--- src/pcm_pkg.sv ---
// constants and carrier types for the current-mode pwm control block
package pcm_pkg;

  ////////////////////////////////////////////////////////////////////////////
  // timebase
  localparam int CLK_HZ            = 10_000_000;
  localparam int CLK_MHZ           = 10;

  // oscillator
  localparam int SWITCH_HZ         = 65_000;
  localparam int PERIOD_CYCLES     = CLK_HZ / SWITCH_HZ;
  localparam int JITTER_PCT        = 4;
  localparam int JITTER_CYCLES     = PERIOD_CYCLES * JITTER_PCT / 100;
  localparam int JITTER_PERIOD_US  = 4000;
  localparam int JITTER_PERIOD_CYC = JITTER_PERIOD_US * CLK_MHZ;
  localparam int DUTY_MAX_NUM      = 3;
  localparam int DUTY_MAX_SHIFT    = 2;

  // minimum off delay and leading edge blanking, least times round up
  localparam int OFF_DELAY_NS      = 156;
  localparam int OFF_DELAY_CYCLES  = (OFF_DELAY_NS * CLK_MHZ + 999) / 1000;
  localparam int BLANK_NS          = 220;
  localparam int BLANK_CYCLES      = (BLANK_NS * CLK_MHZ + 999) / 1000;

  // soft-start
  localparam int SS_STEPS          = 32;
  localparam int SS_STEP_US        = 600;
  localparam int SS_STEP_CYCLES    = SS_STEP_US * CLK_MHZ;
  localparam int SS_TOTAL_MS       = 20;
  localparam int SS_TOTAL_CYCLES   = SS_TOTAL_MS * 1000 * CLK_MHZ;

  ////////////////////////////////////////////////////////////////////////////
  // register map, byte addresses
  localparam logic [31:0] CTRL_ADDR    = 32'h0000_0000;
  localparam logic [31:0] STATUS_ADDR  = 32'h0000_0004;
  localparam logic [31:0] CTRL_RESET   = 32'h0000_0000;

  // control fields
  localparam int CTRL_RUN_BIT      = 0;
  localparam int CTRL_BURST_BIT    = 1;
  localparam int CTRL_RESTART_BIT  = 2;

  // axi response codes
  localparam logic [1:0] RESP_OKAY   = 2'h0;
  localparam logic [1:0] RESP_SLVERR = 2'h2;

  ////////////////////////////////////////////////////////////////////////////
  // analog comparator results, high when the comparator has tripped
  typedef struct packed {
    logic feedback_compare;
    logic current_limit_compare;
    logic burst_limit_compare;
  } pcm_compare_type;

  // status word, low bits first from the right
  typedef struct packed {
    logic [7:0]      reserved_hi;
    logic [7:0]      period;
    logic [3:0]      reserved_mid;
    pcm_compare_type compares;
    logic [4:0]      ss_step;
    logic            latch_on;
    logic            jitter_on;
    logic            ss_done;
    logic            supply_ok;
  } pcm_status_type;

endpackage

--- src/pcm_control.sv ---
// current-mode pwm control: oscillator, on-time latch, soft-start, blanking, axi4-lite registers
module pcm_control #(
  parameter int SS_STEP_CYC      = pcm_pkg::SS_STEP_CYCLES,
  parameter int SS_TOTAL_CYC     = pcm_pkg::SS_TOTAL_CYCLES,
  parameter int JITTER_PERIOD_CY = pcm_pkg::JITTER_PERIOD_CYC
) (
  // clock and reset
  input  wire logic                    mclk,
  input  wire logic                    resetn,
  // analog side
  input  wire logic                    supply_ok,
  input  wire pcm_pkg::pcm_compare_type compares,
  // power stage
  output logic                         gate_drive,
  output logic                         ramp_discharge_switch,
  // axi4-lite write address
  input  wire logic [31:0]             s_axi_awaddr,
  input  wire logic                    s_axi_awvalid,
  output logic                         s_axi_awready,
  // axi4-lite write data
  input  wire logic [31:0]             s_axi_wdata,
  input  wire logic [3:0]              s_axi_wstrb,
  input  wire logic                    s_axi_wvalid,
  output logic                         s_axi_wready,
  // axi4-lite write response
  output logic [1:0]                   s_axi_bresp,
  output logic                         s_axi_bvalid,
  input  wire logic                    s_axi_bready,
  // axi4-lite read address
  input  wire logic [31:0]             s_axi_araddr,
  input  wire logic                    s_axi_arvalid,
  output logic                         s_axi_arready,
  // axi4-lite read data
  output logic [31:0]                  s_axi_rdata,
  output logic [1:0]                   s_axi_rresp,
  output logic                         s_axi_rvalid,
  input  wire logic                    s_axi_rready
);

  localparam int          JIT_SPAN   = 2 * pcm_pkg::JITTER_CYCLES;
  localparam int          JIT_STEP   = JITTER_PERIOD_CY / (2 * JIT_SPAN);
  localparam logic [7:0]  PERIOD_MIN = 8'(pcm_pkg::PERIOD_CYCLES - pcm_pkg::JITTER_CYCLES);
  localparam logic [3:0]  JIT_CENTER = 4'(pcm_pkg::JITTER_CYCLES);
  localparam logic [3:0]  JIT_TOP    = 4'(JIT_SPAN);

  ////////////////////////////////////////////////////////////////////////////
  // synchronisers: supply level for the soft-start counters, latch control and status; comparators for status only
  logic [3:0] async_in;
  logic [3:0] sync_a;
  logic [3:0] sync_b;

  assign async_in = {supply_ok, compares};

  genvar gi;
  generate
    for (gi = 0; gi < 4; gi++)
    begin : g_sync
      always_ff @(posedge mclk)
      begin
        if (!resetn)
        begin
          sync_a[gi] <= 1'b0;
          sync_b[gi] <= 1'b0;
        end
        else
        begin
          sync_a[gi] <= async_in[gi];
          sync_b[gi] <= sync_a[gi];
        end
      end
    end
  endgenerate

  logic supply_s;
  logic supply_q;
  logic supply_rise;

  assign supply_s    = sync_b[3];
  assign supply_rise = supply_s & ~supply_q;

  always_ff @(posedge mclk)
  begin
    if (!resetn)
      supply_q <= 1'b0;
    else
      supply_q <= supply_s;
  end

  ////////////////////////////////////////////////////////////////////////////
  // control register
  logic [31:0] ctrl;
  logic        restart_pulse;
  logic        run;
  logic        burst_mode;

  assign run        = ctrl[pcm_pkg::CTRL_RUN_BIT];
  assign burst_mode = ctrl[pcm_pkg::CTRL_BURST_BIT];

  ////////////////////////////////////////////////////////////////////////////
  // soft-start: step counter and completion timer
  logic [4:0]  ss_step;
  logic [17:0] ss_step_cnt;
  logic [17:0] ss_total_cnt;
  logic        ss_done;
  logic        ss_restart;

  // a restart attempt is a fresh supply rise or a software restart
  assign ss_restart = supply_rise | restart_pulse;

  always_ff @(posedge mclk)
  begin
    if (!resetn)
    begin
      ss_step      <= 5'h00;
      ss_step_cnt  <= 18'h00000;
      ss_total_cnt <= 18'h00000;
      ss_done      <= 1'b0;
    end
    else if (!supply_s || ss_restart)
    begin
      ss_step      <= 5'h00;
      ss_step_cnt  <= 18'h00000;
      ss_total_cnt <= 18'h00000;
      ss_done      <= 1'b0;
    end
    else if (!ss_done)
    begin
      if (ss_total_cnt == 18'(SS_TOTAL_CYC - 1))
        ss_done <= 1'b1;
      ss_total_cnt <= ss_total_cnt + 18'h00001;
      if (ss_step_cnt == 18'(SS_STEP_CYC - 1))
      begin
        ss_step_cnt <= 18'h00000;
        if (ss_step != 5'(pcm_pkg::SS_STEPS - 1))
          ss_step <= ss_step + 5'h01;
      end
      else
        ss_step_cnt <= ss_step_cnt + 18'h00001;
    end
  end

  ////////////////////////////////////////////////////////////////////////////
  // jitter: triangular sweep of the period offset
  logic [15:0] jit_cnt;
  logic [3:0]  jit_pos;
  logic        jit_up;

  always_ff @(posedge mclk)
  begin
    if (!resetn)
    begin
      jit_cnt <= 16'h0000;
      jit_pos <= JIT_CENTER;
      jit_up  <= 1'b1;
    end
    else if (!ss_done)
    begin
      // parked at nominal until normal operation begins
      jit_cnt <= 16'h0000;
      jit_pos <= JIT_CENTER;
      jit_up  <= 1'b1;
    end
    else if (jit_cnt == 16'(JIT_STEP - 1))
    begin
      jit_cnt <= 16'h0000;
      if (jit_up)
      begin
        jit_pos <= jit_pos + 4'h1;
        if (jit_pos == JIT_TOP - 4'h1)
          jit_up <= 1'b0;
      end
      else
      begin
        jit_pos <= jit_pos - 4'h1;
        if (jit_pos == 4'h1)
          jit_up <= 1'b1;
      end
    end
    else
      jit_cnt <= jit_cnt + 16'h0001;
  end

  ////////////////////////////////////////////////////////////////////////////
  // oscillator
  logic [7:0]  period_now;
  logic [7:0]  cyc;
  logic [7:0]  max_on;
  logic        osc_on;
  logic [12:0] ss_limit;

  assign period_now = PERIOD_MIN + {4'h0, jit_pos};
  // longest on-window rounds down
  assign max_on     = 8'((10'(period_now) * 10'(pcm_pkg::DUTY_MAX_NUM))
                         >> pcm_pkg::DUTY_MAX_SHIFT);
  assign osc_on     = cyc < max_on;
  assign ss_limit   = 13'((13'(max_on) * 13'(ss_step)) >> 5);

  always_ff @(posedge mclk)
  begin
    if (!resetn)
      cyc <= 8'h00;
    else if (cyc >= period_now - 8'h01)
      cyc <= 8'h00;
    else
      cyc <= cyc + 8'h01;
  end

  // discharge switch closed through the off phase
  always_ff @(posedge mclk)
  begin
    if (!resetn)
      ramp_discharge_switch <= 1'b1;
    else
      ramp_discharge_switch <= ~(cyc + 8'h01 < max_on && cyc + 8'h01 < period_now);
  end

  ////////////////////////////////////////////////////////////////////////////
  // minimum off delay after the oscillator turn-off edge
  logic [1:0] off_cnt;
  logic       off_hold;

  assign off_hold = off_cnt != 2'h0;

  always_ff @(posedge mclk)
  begin
    if (!resetn)
      off_cnt <= 2'h0;
    else if (cyc == max_on)
      off_cnt <= 2'(pcm_pkg::OFF_DELAY_CYCLES);
    else if (off_hold)
      off_cnt <= off_cnt - 2'h1;
  end

  ////////////////////////////////////////////////////////////////////////////
  // on-time latch, blanking and immediate clear
  logic       on_latch;
  logic [1:0] blank_cnt;
  logic       blank_active;
  logic [7:0] on_cnt;
  logic       ss_hit;
  logic       clear_now;
  logic       set_now;

  assign blank_active = blank_cnt != 2'h0;
  assign ss_hit       = ~ss_done & on_latch & ({5'h00, on_cnt} >= ss_limit);
  // raw comparator levels on purpose: a clock edge would add up to 100ns of overshoot
  assign clear_now    = ~blank_active
                        & (compares.feedback_compare
                           | compares.current_limit_compare
                           | (burst_mode & compares.burst_limit_compare));
  assign set_now      = (cyc == 8'h00) & ~off_hold & run & supply_s
                        & (ss_done | ss_limit != 13'h0000);

  always_ff @(posedge mclk)
  begin
    if (!resetn)
      on_latch <= 1'b0;
    else if (!supply_s || !run)
      on_latch <= 1'b0;
    else if (on_latch && (clear_now || ss_hit || !osc_on))
      on_latch <= 1'b0;
    else if (set_now)
      on_latch <= 1'b1;
  end

  always_ff @(posedge mclk)
  begin
    if (!resetn)
    begin
      blank_cnt <= 2'h0;
      on_cnt    <= 8'h00;
    end
    else if (set_now && !on_latch)
    begin
      blank_cnt <= 2'(pcm_pkg::BLANK_CYCLES);
      on_cnt    <= 8'h01;
    end
    else
    begin
      if (blank_active)
        blank_cnt <= blank_cnt - 2'h1;
      if (on_latch)
        on_cnt <= on_cnt + 8'h01;
    end
  end

  // gate follows the latch but drops combinationally on a trip
  assign gate_drive = on_latch & ~clear_now & ~off_hold & supply_ok;

  ////////////////////////////////////////////////////////////////////////////
  // axi4-lite slave
  function automatic logic [1:0] decode(input logic [31:0] addr);
    if (addr == pcm_pkg::CTRL_ADDR)
      decode = 2'h1;
    else if (addr == pcm_pkg::STATUS_ADDR)
      decode = 2'h2;
    else
      decode = 2'h0;
  endfunction

  logic [31:0] awaddr_q;
  logic [31:0] wdata_q;
  logic [3:0]  wstrb_q;
  logic        aw_got;
  logic        w_got;
  logic        wr_fire;

  assign wr_fire = aw_got & w_got & ~s_axi_bvalid;

  always_ff @(posedge mclk)
  begin
    if (!resetn)
    begin
      aw_got        <= 1'b0;
      s_axi_awready <= 1'b1;
      awaddr_q      <= 32'h0000_0000;
    end
    else if (s_axi_awvalid && s_axi_awready)
    begin
      aw_got        <= 1'b1;
      s_axi_awready <= 1'b0;
      awaddr_q      <= s_axi_awaddr;
    end
    else if (wr_fire)
      aw_got <= 1'b0;
    else if (s_axi_bvalid && s_axi_bready)
      s_axi_awready <= 1'b1;
  end

  always_ff @(posedge mclk)
  begin
    if (!resetn)
    begin
      w_got        <= 1'b0;
      s_axi_wready <= 1'b1;
      wdata_q      <= 32'h0000_0000;
      wstrb_q      <= 4'h0;
    end
    else if (s_axi_wvalid && s_axi_wready)
    begin
      w_got        <= 1'b1;
      s_axi_wready <= 1'b0;
      wdata_q      <= s_axi_wdata;
      wstrb_q      <= s_axi_wstrb;
    end
    else if (wr_fire)
      w_got <= 1'b0;
    else if (s_axi_bvalid && s_axi_bready)
      s_axi_wready <= 1'b1;
  end

  always_ff @(posedge mclk)
  begin
    if (!resetn)
    begin
      s_axi_bvalid <= 1'b0;
      s_axi_bresp  <= pcm_pkg::RESP_OKAY;
    end
    else if (wr_fire)
    begin
      s_axi_bvalid <= 1'b1;
      s_axi_bresp  <= (decode(awaddr_q) == 2'h1) ? pcm_pkg::RESP_OKAY : pcm_pkg::RESP_SLVERR;
    end
    else if (s_axi_bready)
      s_axi_bvalid <= 1'b0;
  end

  // restart bit is a one-shot, never stored
  always_ff @(posedge mclk)
  begin
    if (!resetn)
    begin
      ctrl          <= pcm_pkg::CTRL_RESET;
      restart_pulse <= 1'b0;
    end
    else
    begin
      restart_pulse <= 1'b0;
      if (wr_fire && decode(awaddr_q) == 2'h1 && wstrb_q[0])
      begin
        ctrl          <= {30'h0, wdata_q[pcm_pkg::CTRL_BURST_BIT], wdata_q[pcm_pkg::CTRL_RUN_BIT]};
        restart_pulse <= wdata_q[pcm_pkg::CTRL_RESTART_BIT];
      end
    end
  end

  pcm_pkg::pcm_status_type status;

  always_comb
  begin
    status              = '0;
    status.supply_ok    = supply_s;
    status.ss_done      = ss_done;
    status.jitter_on    = ss_done;
    status.latch_on     = on_latch;
    status.ss_step      = ss_step;
    status.compares     = sync_b[2:0];
    status.period       = period_now;
  end

  always_ff @(posedge mclk)
  begin
    if (!resetn)
    begin
      s_axi_arready <= 1'b1;
      s_axi_rvalid  <= 1'b0;
      s_axi_rdata   <= 32'h0000_0000;
      s_axi_rresp   <= pcm_pkg::RESP_OKAY;
    end
    else if (s_axi_arvalid && s_axi_arready)
    begin
      s_axi_arready <= 1'b0;
      s_axi_rvalid  <= 1'b1;
      case (decode(s_axi_araddr))
        2'h1:
        begin
          s_axi_rdata <= ctrl;
          s_axi_rresp <= pcm_pkg::RESP_OKAY;
        end
        2'h2:
        begin
          s_axi_rdata <= status;
          s_axi_rresp <= pcm_pkg::RESP_OKAY;
        end
        default:
        begin
          s_axi_rdata <= 32'h0000_0000;
          s_axi_rresp <= pcm_pkg::RESP_SLVERR;
        end
      endcase
    end
    else if (s_axi_rvalid && s_axi_rready)
    begin
      s_axi_rvalid  <= 1'b0;
      s_axi_arready <= 1'b1;
    end
  end

endmodule

--- config.mk ---
export PLATFORM = sky130hd
export DESIGN_NAME = pcm_control
export DESIGN_NICKNAME = d
export VERILOG_FILES = /design/src/pcm_pkg.sv /design/src/pcm_control.sv
export SDC_FILE = /design/constraint.sdc
export NUM_CORES = 1
export LEC_CHECK = 0
export BUFFER_PORTS_ARGS = -buffer_cell sky130_fd_sc_hd__buf_2
export CAP_MARGIN = 0
export CORE_MARGIN = 2
export CORE_UTILIZATION = 50
export DETAILED_ROUTE_END_ITERATION = 10
export PLACE_DENSITY = 0.79
export SYNTH_ARGS = -nofsm -noshare
export SYNTH_HDL_FRONTEND = slang
export SYNTH_SLANG_ARGS = --single-unit
--- constraint.sdc ---
create_clock -name mclk -period 8.2 [get_ports mclk]
set_clock_uncertainty 0.05 [all_clocks]
set_input_delay 1.64 -clock mclk [delete_from_list [all_inputs] [get_ports mclk]]
set_output_delay 1.64 -clock mclk [all_outputs]
set_load 0.02 [all_outputs]
; ---- Word level (Yosys, flattened, before mapping)
; Cells that the tools add are included.
[op_classes]
reduce_logical = 45
bitwise = 26
n_mux = 38
mul = 2
n_addsub = 12
eq_ne = 15
magnitude_cmp = 5
[op_table]
columns = op, n
row1 = "32-bit by 3-bit equality test with 1-bit output, second input constant", 2
row2 = 32-bit zero test, 2
row3 = 24-bit one-hot mux with 2 select lines, 1
row4 = "18-bit by 1-bit adder with 18-bit output, second input constant", 2
row5 = 2-bit 2-to-1 mux, 15
row6 = 8-bit < comparator, 3
row7 = 2-bit nonzero test, 11
row8 = 1-bit 2-to-1 mux, 20
row9 = "18-bit by 13-bit equality test with 1-bit output, second input constant", 1
row10 = "18-bit equality test, second input constant", 1
row11 = 18-bit 2-to-1 mux, 1
row12 = "16-bit by 1-bit adder with 16-bit output, second input constant", 1
row13 = "8-bit by 1-bit adder with 8-bit output, second input constant", 2
row14 = "16-bit by 11-bit equality test with 1-bit output, second input constant", 1
row15 = 8-bit >= comparator, 2
row16 = 1-bit bitwise AND, 14
row17 = 8-bit by 5-bit multiplier with 13-bit output, 1
row18 = 13-bit nonzero test, 1
row19 = 1-bit logical AND, 10
row20 = "8-bit by 2-bit multiplier with 10-bit output, second input constant", 1
row21 = 2-bit OR reduction, 5
row22 = "8-bit by 4-bit adder with 8-bit output, first input constant", 1
row23 = 8-bit equality test, 1
row24 = 8-bit zero test, 1
row25 = 19 further kinds, 43
[totals]
output_inout_bits = 43
reg_bits = 176
wordCells = 182
in_bits = 111

; ---- Longest topological paths before layout
[depth]
depth_word = 9
ltp_mapped = 28
ltp_nobuf = 27

; ---- Least setup slack after synthesis
; Ideal clock, no wire load.
[synth_timing]
kind = reg-to-reg
start = register jit_pos[0]
end = register on_latch
slack_ps = 1302
stages_incl_launch_ff = 28
required_time_ps = 8080
arrival_time_ps = 6779
setup_ps = 70
cell_sequence = dfxtp_1 -> inv_1 -> ha_1 -> xnor2_1 -> inv_1 -> fa_1 -> nor2b_1 -> o21ai_0 -> nand2b_1 -> xor2_1 -> nand2_1 -> fa_1 -> inv_1 -> fa_1 -> fa_1 -> ha_1 -> clkbuf_1 -> a211o_1 -> o211a_1 -> a311o_1 -> a21oi_1 -> xor2_1 -> ha_1 -> and4b_1 -> a211oi_1 -> o2111ai_1 -> or3_1 -> a21oi_1
[synth_between]
elab_chain_len = 9
elab_cells_between_ends = 14
classes_between = add/sub (1) / mul (2) / order compare (2) / bitwise (3) / reduce/logical (6)
[synth_lines]
columns = item, line
row1 = "start, declared", pcm_control.sv:145  ; logic [3:0] jit_pos;
row2 = "start signal, assigned", pcm_control.sv:168  ; jit_pos <= jit_pos + 4'h1;
row3 = "start signal, assigned", pcm_control.sv:174  ; jit_pos <= jit_pos - 4'h1;
row4 = 8-bit by 4-bit adder with 8-bit output *, pcm_control.sv:191  ; assign period_now = PERIOD_MIN + {4'h0, jit_pos};
row5 = 8-bit by 2-bit multiplier with 10-bit output *, pcm_control.sv:193  ; assign max_on = 8'((10'(period_now) * 10'(pcm_pkg::DUTY_MAX_NUM))
row6 = 8-bit by 5-bit multiplier with 13-bit output, pcm_control.sv:196  ; assign ss_limit = 13'((13'(max_on) * 13'(ss_step)) >> 5);
row7 = 8-bit >= comparator, pcm_control.sv:245  ; assign ss_hit = ~ss_done & on_latch & ({5'h00, on_cnt} >= ss_limit);
row8 = 1-bit bitwise AND, pcm_control.sv:245
row9 = 1-bit logical OR (2 in series), pcm_control.sv:260  ; else if (on_latch && (clear_now || ss_hit || !osc_on))
row10 = 1-bit logical AND, pcm_control.sv:260
row11 = 3-bit OR reduction (no line), --
row12 = "end signal, assigned", pcm_control.sv:259  ; on_latch <= 1'b0;
row13 = "end signal, assigned", pcm_control.sv:261  ; on_latch <= 1'b0;
row14 = "end signal, assigned", pcm_control.sv:263  ; on_latch <= 1'b1;
row15 = "end, declared", pcm_control.sv:236  ; logic on_latch;
; Every way passes the cells marked *; elsewhere a longest branch is shown, timed or not.
; A chain may end at the register's enable or synchronous reset.

; ---- Final worst setup path
; Same ends and word-level chain as after synthesis.

==> results by group <==
Outcome
  – Status: completed

Placement
  – GP Congestion: 0.861
  – Dpl hpwl: 13600 µm
  – IO buf count: 106
  – Placed cells: 1345
  – Cell Area, Placed: 9610 µm²

Detailed routing
  – DR WL/cell: 13.8 µm
  – Via count: 7341
  – Via density: 5.33
  – First-pass detailed-route iteration total: 4
  – DRT Wirelength: 19000 µm
  – 1st-iter DRT viols: 383
  – Routed Antenna Nets: 0
  – DRC viols: 0

Floorplan
  – Die area: 19000 µm²
  – Area of the core: 17400 µm²
  – Die W: 138 µm
  – Starting Density: 51.5%
  – Num ports: 154
  – Std cell rows: 48
  – Die Height: 138 µm

Timing
  – Tmin final: 7.59 ns
  – Final Hold Fails: 0
  – Final period util: 92.5%
  – Number of endpoints failing setup at the final stage: 0
  – Actual slew at the worst max-slew pin: 1.11 ns
  – RSZ-0062 raised after global routing: false
  – Fin Setup TNS: 0 ns
  – Slew Limit Fails: 0
  – Max-slew headroom: 25.9%
  – Fmax: 132 MHz

Clock network
  – Worst-path clk slew: 0.07 ns
  – CTS Buf Count: 17
  – Htree depth: 4
  – Clock latency on the worst-skew pair: 0.43 ns
  – Post-CTS setup buffers: 0
  – Hold_buf cts: 0
  – Root Buffer: clkbuf_16
  – CTS Buffer Depth: 2
  – Clock sink count: 161
  – Number of gates resized after CTS: 0
  – CTS tree: built

Yosys
  – FFs w/ async S/R, synth: 0%
  – Syn Area/Cell: 8.54 µm²
  – Sequential-to-total area share from yosys stat: 36.0%
  – Post-synthesis cell count: 1049
  – Synth warn: 0
  – Yosys reg bits: 161
  – Post-synthesis cell area: 8960 µm²
  – Main synth FF type: dfxtp_1
  – EDFF count, synth: 0
  – Distinct cells, synth: 61

Hold path
  – Hold crit path type: flop to flop

Global route
  – Total GRT Usage: 20.3%
  – Initial antenna violation count: 0
  – Overflow after GRT: 0
  – Largest net degree at the start of global routing: 69
  – Global-route wire length before repair: 31000 µm
  – Vias in the first global route: 6834

Layout
  – Most common cell after layout, fill and taps aside: dfxtp_1
  – Area Overhead vs Synth: 13.9%
  – Ant diodes: 0
  – Final non-filler cell total: 1377
  – Layout Nets: 1354
  – Most frequent cells in the layout: dfxtp_1, nand2_1, buf_2
  – Post-route cell area: 10200 µm²
  – Share of layout cells above drive strength 1: 13.9%

Critical path
  – Cell mode on critical path: ha_1
  – Critical Path RT: 8.51 ns
  – Max incr delay on CP: 0.52 ns
  – Reg-to-reg critical path endpoint: on_latch
  – Startpoint Class: flop
  – Critical Path AT: 7.90 ns
  – Reg2Reg Setup Slack: 0.61 ns
  – Worst r2r src: jit_pos[0]
  – Crit Path Category: flop to flop
  – CP endpoint kind: flop
  – Crit path max fanout: 9
  – R2R depth: 27
  – Setup crit end: on_latch
  – Critical path's slowest cell: fa_1
  – Crit path launch: jit_pos[0]

Power
  – Worst vdd ir: 0.148 mV
  – Tot Pwr: 1.82 mW
  – Pwr Density: 178 nW/µm²
  – Leakage power figure: 4.45 nW

Flow run
  – MaxCap Viol Count: 0
-- worst max-delay path, delay by kind of cell (launching register included) --
kind | cells | cell delay, ns
AOI/OAI and AO/OA | 10 | 2.21
xor gates and xnor gates | 3 | 0.83
adders and majority gates | 7 | 2.69
buffers and inverters | 2 | 0.27
DFF | 1 | 0.51
and+or+nand+nor | 5 | 0.95
-- kinds of logic (layout without fill, tap and decap cells) --
group / Yosys count / after routing / share of synthesized area (%)
AND/OR/NAND/NOR: 420 / 420 / 22.3
buffers and inverters: 113 / 202 / 5.39
XOR/XNOR: 78 / 78 / 7.71
other: 1 / 15 / 0.0418
adder cells (fa/ha/maj): 104 / 104 / 16.0
flip-flops: 161 / 161 / 36.0
multiplexers: 12 / 12 / 1.40
AO/OA/AOI/OAI: 160 / 160 / 11.1
-- metrics by stage --
stage               setup WS (ns)  hold slack (ns)  util, %
finish                      0.612            0.391     58.6
global route                0.172            0.413     58.6
CTS                         0.632            0.392     58.6
detailed placement          0.728            0.372     55.2
global placement            0.821            0.363     55.2
floorplan                    1.30            0.360        -
-- registers in the layout, indices dropped and copies added (netlist names), 2 cells and up --
register      count
on_cnt            8
ss_total_cnt     18
status            3
ctrl              2
cyc               8
sync_a            4
blank_cnt         2
ss_step           5
s_axi_rdata      19
wdata_q           3
ss_step_cnt      18
off_cnt           2
jit_cnt          16
awaddr_q         32
jit_pos           4
-- metal layers --
layer | GRT usage, % | up-vias | part of all wire (%) | wire length (µm)
met5 | 0 | - | 0 | 0
met4 | 8.28 | 0 | 2.5 | 475
met3 | 4.50 | 30 | 3.9 | 738
met2 | 33.9 | 137 | 49 | 9280
met1 | 25.4 | 3464 | 45 | 8520
li1 | - | 3710 | - | -
-- worst min-delay path by stage --
stage	startpoint	endpoint	slack, ns	cells after the start
final	sync_a[1]	status[10]	0.39	1
after global routing	sync_a[1]	status[10]	0.41	1
after CTS	sync_a[1]	status[10]	0.39	1
after detailed placement	sync_a[1]	status[10]	0.37	1
after global placement	sync_a[0]	status[9]	0.36	1
after floorplan	wdata_q[2]	restart_pulse	0.36	2
-- report_power, final --
group          internal [mW]  leakage [nW]  switching, mW
sequential             0.811          1.31         0.0260
clock                  0.409         0.285          0.372
combinational         0.0928          2.85          0.108
total                   1.31          4.45          0.506
-- cell type report --
| type | count | area, µm² |
|---|---|---|
| Fill cell | 1522 | 7210 |
| Multi-Input combinational cell | 789 | 5310 |
| Clock inverter | 15 | 175 |
| Tap cell | 225 | 282 |
| Timing Repair Buffer | 112 | 576 |
| Sequential cell | 161 | 3220 |
| Clock buffer | 17 | 425 |
| Inverter | 58 | 218 |
-- Yosys cell counts (all sizes together), types with 2 or more instances --
master	n	area share, %
fa	18	4.0
and2	25	1.7
nand2	148	6.2
mux2i	8	0.89
nor4	23	1.7
or2	2	0.14
nand3	27	1.5
and3	15	1.0
nand2b	6	0.42
or3	10	0.70
dfxtp	161	36
a211o	4	0.39
a21oi	73	4.1
a21o	5	0.42
a31oi	5	0.35
xnor2	32	3.2
xor2	46	4.5
nand4b	2	0.20
nor2	103	4.3
o211ai	6	0.50
a211oi	6	0.50
buf	21	1.5
nor3	12	0.67
a311o	2	0.22
clkbuf	34	1.4
or4b	2	0.22
nand4	15	1.0
a22oi	15	1.3
mux2	4	0.50
or4	6	0.50
ha	86	12
o21a	7	0.59
nor2b	17	1.2
inv	57	2.4
o21ai	25	1.4
nand3b	2	0.17
Note: power is estimated with default switching activity, not from simulation.
